==> config.mk <==
export PLATFORM = sky130hd
export DESIGN_NAME = rcl_top
export DESIGN_NICKNAME = d
export VERILOG_FILES = /design/src/logic/rcl_pkg.sv /design/src/logic/rcl_ram_init.sv /design/src/logic/rcl_top.sv
export SDC_FILE = /design/constraint.sdc
export NUM_CORES = 1
export LEC_CHECK = 0
export ABC_AREA = 0
export BUFFER_PORTS_ARGS = -buffer_cell sky130_fd_sc_hd__buf_2
export CORE_MARGIN = 3
export CORE_UTILIZATION = 35
export DETAILED_ROUTE_END_ITERATION = 10
export HOLD_SLACK_MARGIN = 0.02
export PLACE_DENSITY = 0.72
export SLEW_MARGIN = 20
export SYNTH_ARGS = -nofsm -noshare
export SYNTH_HDL_FRONTEND = slang
export SYNTH_SLANG_ARGS = --single-unit
==> constraint.sdc <==
create_clock -name i_clk -period 5 [get_ports i_clk]
set_input_delay 0.25 -clock i_clk [delete_from_list [all_inputs] [get_ports i_clk]]
set_output_delay 0.25 -clock i_clk [all_outputs]
set_load 0.05 [all_outputs]
==> src/logic/rcl_pkg.sv <==
// rcl_pkg: constants of the reset configuration loader
// assumes: included before every rcl design file
package rcl_pkg;
    // flash configuration byte
    localparam logic [23:0] FLASH_OPT_ADDR    = 24'hFFFE0E;
    localparam int          RATE_LSB          = 0;
    localparam int          RATE_MSB          = 2;
    localparam int          WIN_BIT           = 3;
    // register index map
    localparam logic [7:0]  REG_STATUS        = 8'h00;
    localparam logic [7:0]  REG_CTRL          = 8'h01;
    // control register fields
    localparam int          CTRL_WDOG_EN      = 0;
    localparam logic [7:0]  CTRL_RST          = 8'h00;
    // status register fields
    localparam int          ST_STALL          = 0;
    localparam int          ST_LOADED         = 1;
    localparam int          ST_PROT           = 2;
    localparam int          ST_WINDOW         = 3;
    localparam int          ST_RATE_LSB       = 4;
    localparam int          ST_POR            = 7;
    // reset values of loaded watchdog fields
    localparam logic [2:0]  RATE_RST          = 3'h0;
    localparam logic        WINDOW_RST        = 1'b0;
    // system ram geometry defaults
    localparam int          SRAM_AW_DEF       = 10;
    localparam int          SRAM_DW_DEF       = 32;
    localparam int          SRAM_EW_DEF       = 7;
    // sequencer states, one-hot
    typedef enum logic [4:0] {
        ST_RUN   = 5'h01,
        ST_ABORT = 5'h02,
        ST_FETCH = 5'h04,
        ST_WAIT  = 5'h08,
        ST_RINIT = 5'h10
    } rcl_state_e;
endpackage

==> src/logic/rcl_ram_init.sv <==
// rcl_ram_init: walks the system ram writing zero data and zero syndrome
// assumes: one clock, synchronous active-low reset, clock enable
`timescale 1ns/1ps
`default_nettype none
module rcl_ram_init #(
    parameter int AW = rcl_pkg::SRAM_AW_DEF,
    parameter int DW = rcl_pkg::SRAM_DW_DEF,
    parameter int EW = rcl_pkg::SRAM_EW_DEF
) (
    input  wire logic          i_clk,
    input  wire logic          i_rstn,
    input  wire logic          i_ce,
    input  wire logic          i_start,
    input  wire logic          i_stop,
    output var  logic          o_busy,
    output var  logic          o_we,
    output var  logic [AW-1:0] o_addr,
    output var  logic [DW-1:0] o_wdata,
    output var  logic [EW-1:0] o_ecc
);
    localparam logic [AW-1:0] LAST = {AW{1'b1}};

    if (AW < 2 || AW > 24) begin : g_bad_aw
        $error("rcl_ram_init: AW out of range");
    end

    // ------------------------------------------------------------
    // address walk
    // ------------------------------------------------------------
    always_ff @(posedge i_clk) begin
        if (!i_rstn) begin
            o_busy <= 1'b0;
            o_we   <= 1'b0;
            o_addr <= '0;
        end else if (i_ce) begin
            if (i_stop) begin
                o_busy <= 1'b0;
                o_we   <= 1'b0;
            end else if (i_start) begin
                o_busy <= 1'b1;
                o_we   <= 1'b1;
                o_addr <= '0;
            end else if (o_busy) begin
                if (o_addr == LAST) begin
                    o_busy <= 1'b0;
                    o_we   <= 1'b0;
                end else begin
                    o_addr <= o_addr + 1'b1;
                end
            end
        end
    end

    // data and syndrome of an all-zero word
    always_ff @(posedge i_clk) begin
        if (!i_rstn) begin
            o_wdata <= '0;
            o_ecc   <= '0;
        end
    end
endmodule // rcl_ram_init
`default_nettype wire

==> src/logic/rcl_top.sv <==
// rcl_top: reset-time configuration loader and cpu hold
// assumes: flash answers one read with i_flash_rvalid, any latency;
// reset requests are one-cycle pulses synchronous to i_clk
//
// What this block does
// - on every reset hold the cpu until flash configuration is loaded.
// - double fault during load leaves protection and security active.
// - reset during a flash program or erase aborts it at once.
// - power-on reset initialises system ram and syndromes; warm reset does not.
// - no other ram array is initialised by any reset.
// - ram content survives warm resets only; power-on and low-voltage ones clear it.
// - load watchdog rate and window bit from option byte at fixed address.
// - loaded watchdog rate is the bitwise inverse of the stored code.
// - loaded window mode is the inverse of stored bit three.
// - any reset reinitialises registers; rtc registers only on power-on.
//
// The address-and-strobe port and the register offsets are this design's own decisions.
`timescale 1ns/1ps
`default_nettype none
module rcl_top #(
    parameter int SRAM_AW = rcl_pkg::SRAM_AW_DEF,
    parameter int SRAM_DW = rcl_pkg::SRAM_DW_DEF,
    parameter int SRAM_EW = rcl_pkg::SRAM_EW_DEF
) (
    input  wire logic               i_clk,
    input  wire logic               i_rstn,
    input  wire logic               i_ce,
    input  wire logic               i_por_req,
    input  wire logic               i_warm_req,
    input  wire logic               i_lvr_req,
    input  wire logic               i_flash_busy,
    input  wire logic               i_flash_rvalid,
    input  wire logic [7:0]         i_flash_rdata,
    input  wire logic               i_flash_dbl_fault,
    input  wire logic [7:0]         i_addr,
    input  wire logic [7:0]         i_wdata,
    input  wire logic               i_wr,
    input  wire logic               i_rd,
    output var  logic [7:0]         o_rdata,
    output var  logic               o_cpu_stall,
    output var  logic               o_flash_abort,
    output var  logic               o_flash_rd,
    output var  logic [23:0]        o_flash_addr,
    output var  logic [2:0]         o_watchdog_rate_select,
    output var  logic               o_watchdog_window_mode,
    output var  logic               o_watchdog_run,
    output var  logic               o_prot_active,
    output var  logic               o_periph_rst,
    output var  logic               o_rtc_rst,
    output var  logic               o_sram_we,
    output var  logic [SRAM_AW-1:0] o_sram_addr,
    output var  logic [SRAM_DW-1:0] o_sram_wdata,
    output var  logic [SRAM_EW-1:0] o_sram_ecc
);
    if (SRAM_DW < 8 || SRAM_EW < 1) begin : g_bad_width
        $error("rcl_top: ram width out of range");
    end

    // ------------------------------------------------------------
    // declarations
    // ------------------------------------------------------------
    rcl_pkg::rcl_state_e state_q;
    rcl_pkg::rcl_state_e state_d;
    logic       any_req;
    logic       kind_por_q;
    logic       kind_lvr_q;
    logic       loaded_q;
    logic       ram_busy;
    logic       ram_start_q;
    logic [7:0] ctrl_q;
    logic [7:0] status;

    assign any_req = i_por_req | i_warm_req | i_lvr_req;

    // ------------------------------------------------------------
    // reset sequencer
    // ------------------------------------------------------------
    always_comb begin
        state_d = state_q;
        case (state_q)
            rcl_pkg::ST_RUN:   state_d = rcl_pkg::ST_RUN;
            rcl_pkg::ST_ABORT: state_d = rcl_pkg::ST_FETCH;
            rcl_pkg::ST_FETCH: state_d = rcl_pkg::ST_WAIT;
            rcl_pkg::ST_WAIT: begin
                if (i_flash_rvalid) begin
                    if (kind_por_q || kind_lvr_q) begin
                        state_d = rcl_pkg::ST_RINIT;
                    end else begin
                        state_d = rcl_pkg::ST_RUN;
                    end
                end
            end
            rcl_pkg::ST_RINIT: begin
                if (!ram_start_q && !ram_busy) begin
                    state_d = rcl_pkg::ST_RUN;
                end
            end
            default: state_d = rcl_pkg::ST_ABORT;
        endcase
        if (any_req) begin
            state_d = rcl_pkg::ST_ABORT;
        end
    end

    always_ff @(posedge i_clk) begin
        if (!i_rstn) begin
            state_q <= rcl_pkg::ST_ABORT;
        end else if (i_ce) begin
            state_q <= state_d;
        end
    end

    // kind of the reset being served; power-on wins over the others
    always_ff @(posedge i_clk) begin
        if (!i_rstn) begin
            kind_por_q <= 1'b1;
            kind_lvr_q <= 1'b0;
        end else if (i_ce && any_req) begin
            kind_por_q <= i_por_req;
            kind_lvr_q <= i_lvr_req & ~i_por_req;
        end
    end

    // cpu hold until the sequence is back in run
    always_ff @(posedge i_clk) begin
        if (!i_rstn) begin
            o_cpu_stall <= 1'b1;
        end else if (i_ce) begin
            o_cpu_stall <= (state_d != rcl_pkg::ST_RUN);
        end
    end

    // ------------------------------------------------------------
    // flash side
    // ------------------------------------------------------------
    always_ff @(posedge i_clk) begin
        if (!i_rstn) begin
            o_flash_abort <= 1'b0;
        end else if (i_ce) begin
            o_flash_abort <= (state_q == rcl_pkg::ST_ABORT) &
                             i_flash_busy;
        end
    end

    always_ff @(posedge i_clk) begin
        if (!i_rstn) begin
            o_flash_rd   <= 1'b0;
            o_flash_addr <= '0;
        end else if (i_ce) begin
            o_flash_rd <= (state_q == rcl_pkg::ST_FETCH) & ~any_req;
            if (state_q == rcl_pkg::ST_FETCH) begin
                o_flash_addr <= rcl_pkg::FLASH_OPT_ADDR;
            end
        end
    end

    // option byte capture, stored inverted
    always_ff @(posedge i_clk) begin
        if (!i_rstn) begin
            o_watchdog_rate_select <= rcl_pkg::RATE_RST;
            o_watchdog_window_mode <= rcl_pkg::WINDOW_RST;
            loaded_q               <= 1'b0;
        end else if (i_ce) begin
            if (any_req) begin
                o_watchdog_rate_select <= rcl_pkg::RATE_RST;
                o_watchdog_window_mode <= rcl_pkg::WINDOW_RST;
                loaded_q               <= 1'b0;
            end else if (state_q == rcl_pkg::ST_WAIT && i_flash_rvalid) begin
                o_watchdog_rate_select <= ~i_flash_rdata[rcl_pkg::RATE_MSB:
                                          rcl_pkg::RATE_LSB];
                o_watchdog_window_mode <=
                    ~i_flash_rdata[rcl_pkg::WIN_BIT];
                loaded_q               <= 1'b1;
            end
        end
    end

    // protection stays active out of reset when the load was faulty
    always_ff @(posedge i_clk) begin
        if (!i_rstn) begin
            o_prot_active <= 1'b0;
        end else if (i_ce) begin
            if (any_req) begin
                o_prot_active <= 1'b0;
            end else if (state_q == rcl_pkg::ST_WAIT && i_flash_rvalid) begin
                o_prot_active <= i_flash_dbl_fault;
            end
        end
    end

    // ------------------------------------------------------------
    // peripheral and rtc reset pulses
    // ------------------------------------------------------------
    always_ff @(posedge i_clk) begin
        if (!i_rstn) begin
            o_periph_rst <= 1'b1;
            o_rtc_rst    <= 1'b1;
        end else if (i_ce) begin
            o_periph_rst <= any_req;
            o_rtc_rst    <= i_por_req;
        end
    end

    // ------------------------------------------------------------
    // system ram initialisation; only this array is ever written
    // ------------------------------------------------------------
    always_ff @(posedge i_clk) begin
        if (!i_rstn) begin
            ram_start_q <= 1'b0;
        end else if (i_ce) begin
            ram_start_q <= (state_q == rcl_pkg::ST_WAIT) & i_flash_rvalid &
                           (kind_por_q | kind_lvr_q) & ~any_req;
        end
    end

    rcl_ram_init #(
        .AW (SRAM_AW),
        .DW (SRAM_DW),
        .EW (SRAM_EW)
    ) u_ram_init (
        .i_clk   (i_clk),
        .i_rstn  (i_rstn),
        .i_ce    (i_ce),
        .i_start (ram_start_q),
        .i_stop  (any_req),
        .o_busy  (ram_busy),
        .o_we    (o_sram_we),
        .o_addr  (o_sram_addr),
        .o_wdata (o_sram_wdata),
        .o_ecc   (o_sram_ecc)
    );

    // ------------------------------------------------------------
    // watchdog start gate
    // ------------------------------------------------------------
    always_ff @(posedge i_clk) begin
        if (!i_rstn) begin
            o_watchdog_run <= 1'b0;
        end else if (i_ce) begin
            o_watchdog_run <= ctrl_q[rcl_pkg::CTRL_WDOG_EN] & loaded_q &
                              ~o_cpu_stall & ~any_req &
                              (state_q == rcl_pkg::ST_RUN);
        end
    end

    // ------------------------------------------------------------
    // register port
    // ------------------------------------------------------------
    always_ff @(posedge i_clk) begin
        if (!i_rstn) begin
            ctrl_q <= rcl_pkg::CTRL_RST;
        end else if (i_ce) begin
            if (any_req) begin
                ctrl_q <= rcl_pkg::CTRL_RST;
            end else if (i_wr && i_addr == rcl_pkg::REG_CTRL) begin
                ctrl_q <= i_wdata;
            end
        end
    end

    always_comb begin
        status = '0;
        status[rcl_pkg::ST_STALL]  = o_cpu_stall;
        status[rcl_pkg::ST_LOADED] = loaded_q;
        status[rcl_pkg::ST_PROT]   = o_prot_active;
        status[rcl_pkg::ST_WINDOW] = o_watchdog_window_mode;
        status[rcl_pkg::ST_RATE_LSB+:3] = o_watchdog_rate_select;
        status[rcl_pkg::ST_POR]    = kind_por_q;
    end

    always_ff @(posedge i_clk) begin
        if (!i_rstn) begin
            o_rdata <= '0;
        end else if (i_ce) begin
            o_rdata <= '0;
            if (i_rd && i_addr == rcl_pkg::REG_STATUS) begin
                o_rdata <= status;
            end else if (i_rd && i_addr == rcl_pkg::REG_CTRL) begin
                o_rdata <= ctrl_q;
            end
        end
    end

    // ------------------------------------------------------------
    // assertions
    // ------------------------------------------------------------
    property p_stall_hold;
        @(posedge i_clk) disable iff (!i_rstn || !i_ce)
        !loaded_q |-> o_cpu_stall;
    endproperty
    a_stall_hold: assert property (p_stall_hold)
        else $error("cpu released before configuration loaded");

    property p_prot_fault;
        @(posedge i_clk) disable iff (!i_rstn || !i_ce)
        (state_q == rcl_pkg::ST_WAIT && i_flash_rvalid && !any_req)
        |=> o_prot_active == $past(i_flash_dbl_fault);
    endproperty
    a_prot_fault: assert property (p_prot_fault)
        else $error("protection does not follow double fault");

    property p_abort;
        @(posedge i_clk) disable iff (!i_rstn || !i_ce)
        (any_req && i_flash_busy) ##1 i_flash_busy |=> o_flash_abort;
    endproperty
    a_abort: assert property (p_abort)
        else $error("busy flash command not aborted");

    property p_warm_no_init;
        @(posedge i_clk) disable iff (!i_rstn || !i_ce)
        (state_q == rcl_pkg::ST_WAIT && i_flash_rvalid && !any_req &&
         !kind_por_q && !kind_lvr_q) |=> !o_sram_we [*3];
    endproperty
    a_warm_no_init: assert property (p_warm_no_init)
        else $error("ram written after warm reset");

    property p_por_init;
        @(posedge i_clk) disable iff (!i_rstn || !i_ce)
        (state_q == rcl_pkg::ST_WAIT && i_flash_rvalid && !any_req &&
         kind_por_q) |=> ##1 (o_sram_we && o_sram_addr == '0);
    endproperty
    a_por_init: assert property (p_por_init)
        else $error("ram not initialised after power-on");

    property p_fetch_addr;
        @(posedge i_clk) disable iff (!i_rstn || !i_ce)
        (state_q == rcl_pkg::ST_FETCH && !any_req)
        |=> (o_flash_rd && o_flash_addr == rcl_pkg::FLASH_OPT_ADDR);
    endproperty
    a_fetch_addr: assert property (p_fetch_addr)
        else $error("option byte fetched from wrong address");

    property p_rate_inv;
        @(posedge i_clk) disable iff (!i_rstn || !i_ce)
        (state_q == rcl_pkg::ST_WAIT && i_flash_rvalid && !any_req)
        |=> o_watchdog_rate_select == ~$past(i_flash_rdata[2:0]);
    endproperty
    a_rate_inv: assert property (p_rate_inv)
        else $error("watchdog rate not inverse of stored code");

    property p_win_inv;
        @(posedge i_clk) disable iff (!i_rstn || !i_ce)
        (state_q == rcl_pkg::ST_WAIT && i_flash_rvalid && !any_req)
        |=> o_watchdog_window_mode != $past(i_flash_rdata[3]);
    endproperty
    a_win_inv: assert property (p_win_inv)
        else $error("window mode not inverse of stored bit");

    property p_rtc_por_only;
        @(posedge i_clk) disable iff (!i_rstn || !i_ce)
        (any_req && !i_por_req) |=> (o_periph_rst && !o_rtc_rst);
    endproperty
    a_rtc_por_only: assert property (p_rtc_por_only)
        else $error("rtc reset on non power-on reset");

    property p_wdog_gate;
        @(posedge i_clk) disable iff (!i_rstn || !i_ce)
        o_watchdog_run |-> (loaded_q && !o_cpu_stall);
    endproperty
    a_wdog_gate: assert property (p_wdog_gate)
        else $error("watchdog running before load and release");
endmodule // rcl_top
`default_nettype wire
==> impl_results.md <==
* Clock slew at reported path FFs at around 100 ps
* Flop2flop setup slack at ~2700 ps
* Port buffer count at 78
* Post-DP HPWL at ~4600 µm
* DR pass1 iterations at 4
* Initial antenna violation count at 0
* Syn-to-layout area delta at 10.89%
* CP Cell Sequence: ha_1 -> nand4_1 -> o31ai_1 -> a2111oi_0 -> mux2i_1
* Slew @ Worst Pin at 794.2 ps
* Sw power at roughly 0.26 mW
* Synth Flop Type: dfxtp_1
* FFs w/ async S/R, synth at 0
* Outcome: finished, final reports clean
* Leak at approximately 1.4 nW
* Final Skew at ~12 ps
* Largest net degree at the start of global routing at 24
* Post-synth cell types at 50
* Via density at just under 5
* WHS at roughly 150 ps
* Chip Width at 94.04 µm
* Post-synth top cells: buf_4 (62), dfxtp_1 (49), nor2_1 (19), a21oi_1 (15), nand2_1 (15)
* Hold Crit Depth at 2
* Tmin final at approximately 2300 ps
* CP delay by family, top: compound AO/OA/AOI/OAI gates
* Row count at 31
* Syn Std Cell Area at ~0.0027 mm²
* Number of remaining DRC errors at 0
* Mapped Avg Cell Area at 8.666 µm²
* Final setup fails at 0
* Crit. path cell count at 5
* Share of post-route cells with drive strength above 1 at 0.2473
* Routability cong. at 0.8480
* Slew Limit Fails at 0
* H-tree depth at 2
* Synth Area in Simple Gates at 0.1822
* Critical path endpoint category: register
* Sequential Power Share at 0.487
* Mux share of post-synthesis cell area at 0.03690
* Skew-Pair Late Insertion Delay at just over 300 ps
* Reg2Reg Depth at 5
* Wire per inst at approximately 13 µm
* Final worst path period share at 0.4574
* Vias in the first global route at roughly 2000
* Routed WL at between 6000 and 7000 µm
* Final Hold Violating Endpoints at 0
* Die Y at approximately 94 µm
* Initial DRC count at 122
* Peak Freq at between 400 and 500 MHz
* Antenna diode count at 0
* Total core area at around 0.0074 mm²
* RSZ-0062 raised after global routing: no
* Top cells by area, synth: dfxtp_1 (36%), buf_4 (17%), mux2i_1 (3.7%)
* Post-route ant nets at 0
* CP max FO at 8
* Total negative slack at 0 ps
* Post-synthesis compound-gate area fraction at 0.2089
* CTS sink count at about 50
* Combinational family with the most area after synthesis: compound AO/OA/AOI/OAI gates
* Global-route wire length before repair at roughly 9500 µm
* GRT Util Overall at 0.1348
* CP max stage delay at between 700 and 800 ps
* Nets at approximately 410
* Worst Path Arrival at ~2500 ps
* Max VDD drop at 0.0001262 V
* Buf/Inv on CP at 0
* Comb power frac at 0.162
* Post-Layout Cell Count at approximately 470
* Internal power at ~0.56 mW
* Clock power share at 0.351
* Max-Cap Viols at 0
* Initial Util at 0.3681
* Ports at 128
* TritonCTS buffer count at 5
* Synth area leader: dfxtp_1
* Clock Tree Buf Depth at 2
* Yosys warns at 0
* Adder-cell share of the synthesized area at 0.004613
* Worst min-delay path class: in -> reg
* Synth Instances at 313
* Worst EP required at approximately 5200 ps
* CTS tree: built
* # Post-CTS Setup Buffers at 0
* Slew margin rel. at 0.4660
* Number of synthesized flops with an enable pin at 0
* Synth Area in XOR/XNOR at 0.003229
* Total gr overflow at 0
* Power per Cell Area at around 270 mW/mm²
* Root buffer cell: clkbuf_8
* Setup crit start kind: register
* Sw Share at 0.3119
* Cells after DPL at approximately 460
* DR vias at between 2000 and 2500
* Post-CTS sizing at 0
* #FFs+latches synth at a little under 50
* Die ar. at roughly 0.009 mm²
* Seq/Total Area, Yosys at 0.3616
* Critical path class: reg -> reg
* CP max stage cell: o31ai_1
* Count leader, synth: buf_4
* Post-synth top area share at 0.3616
* CTS Hold Bufs at 0
## cell usage in the layout, fill, tap and decap left out, types with 2 or more instances in the layout
master and count:
a31oi_1 3, or4_1 5, a21boi_0 5, o21ai_0 13, nand4_1 10, a21oi_1 15
nor4_1 3, and4_1 4, o211ai_1 2, clkbuf_8 5, nand2_1 15, dfxtp_1 49
a41oi_1 2, nor3_1 2, nor2_1 19, a32oi_1 2, a22o_1 9, conb_1 45
nand3_1 7, o31ai_1 4, or3_1 2, o2bb2ai_1 8, and2_1 9, o21a_1 7
buf_2 78, nor2b_1 3, a22oi_1 2, inv_1 10, mux2i_1 10
## state kept, by name, indices dropped and copies added (netlist names), 3 cells and up
| signal | cells |
|---|---|
| o_rdata | 8 |
| o_watchdog_rate_select | 3 |
| state_q | 5 |
| ctrl_q | 8 |
| u_ram_init.o_addr | 10 |
## routing by layer
metal  track usage  vias up  routed length, µm
met5             0        -                  0
met2        0.2253       87               3089
met1        0.1704     1089               2753
li1              -     1144                  -
met3       0.02965        9                402
met4       0.04693        0                 92
## cells by family (layout without fill, tap and decap cells)
| kind of cell | Yosys count | after routing |
|---|---|---|
| flops | 49 | 49 |
| xor+xnor | 1 | 1 |
| buf+inv | 83 | 98 |
| other cells | 1 | 45 |
| compound gates | 80 | 80 |
| simple gates | 88 | 88 |
| fa+ha+maj | 1 | 1 |
| mux | 10 | 10 |
## path summary, 6_finish.rpt
kind | from | endpoint
max | u_ram_init.o_addr[1] | u_ram_init.o_addr[9]
min | i_wdata[3] | ctrl_q[3]
max reg2reg | u_ram_init.o_addr[1] | u_ram_init.o_addr[9]
min reg2reg | o_flash_abort | o_flash_abort
## stage by stage
stage	utilization	setup WS (ps)	power (mW)	cell area, µm²
2_1_floorplan	-	2761	0.5426	2878
3_3_place_gp	0.3929	2839	0.5383	2895
3_5_place_dp	0.3929	2762	0.5391	2895
4_1_cts	0.4081	2749	0.8250	3008
5_1_grt	0.4081	2595	0.8458	3008
6_report	0.4081	2713	0.8186	3008
## power by group through the flow
stage	clock network (mW)	registers (mW)	logic [mW]
after floorplan	0	0.416	0.127
after global placement	0	0.407	0.131
after detailed placement	0	0.408	0.132
after CTS	0.294	0.399	0.132
after global routing	0.307	0.399	0.140
final	0.287	0.399	0.133
## layout make-up
cell class	instances	area, µm²
Clock buffer	5	68.82
Clock inverter	3	43.79
Fill cell	773	4362
Inverter	11	41.29
Multi-Input combinational cell	225	1351
Sequential cell	49	980.9
Tap cell	99	123.9
Timing Repair Buffer	79	397.9
Power figures use the tool's default switching activity.
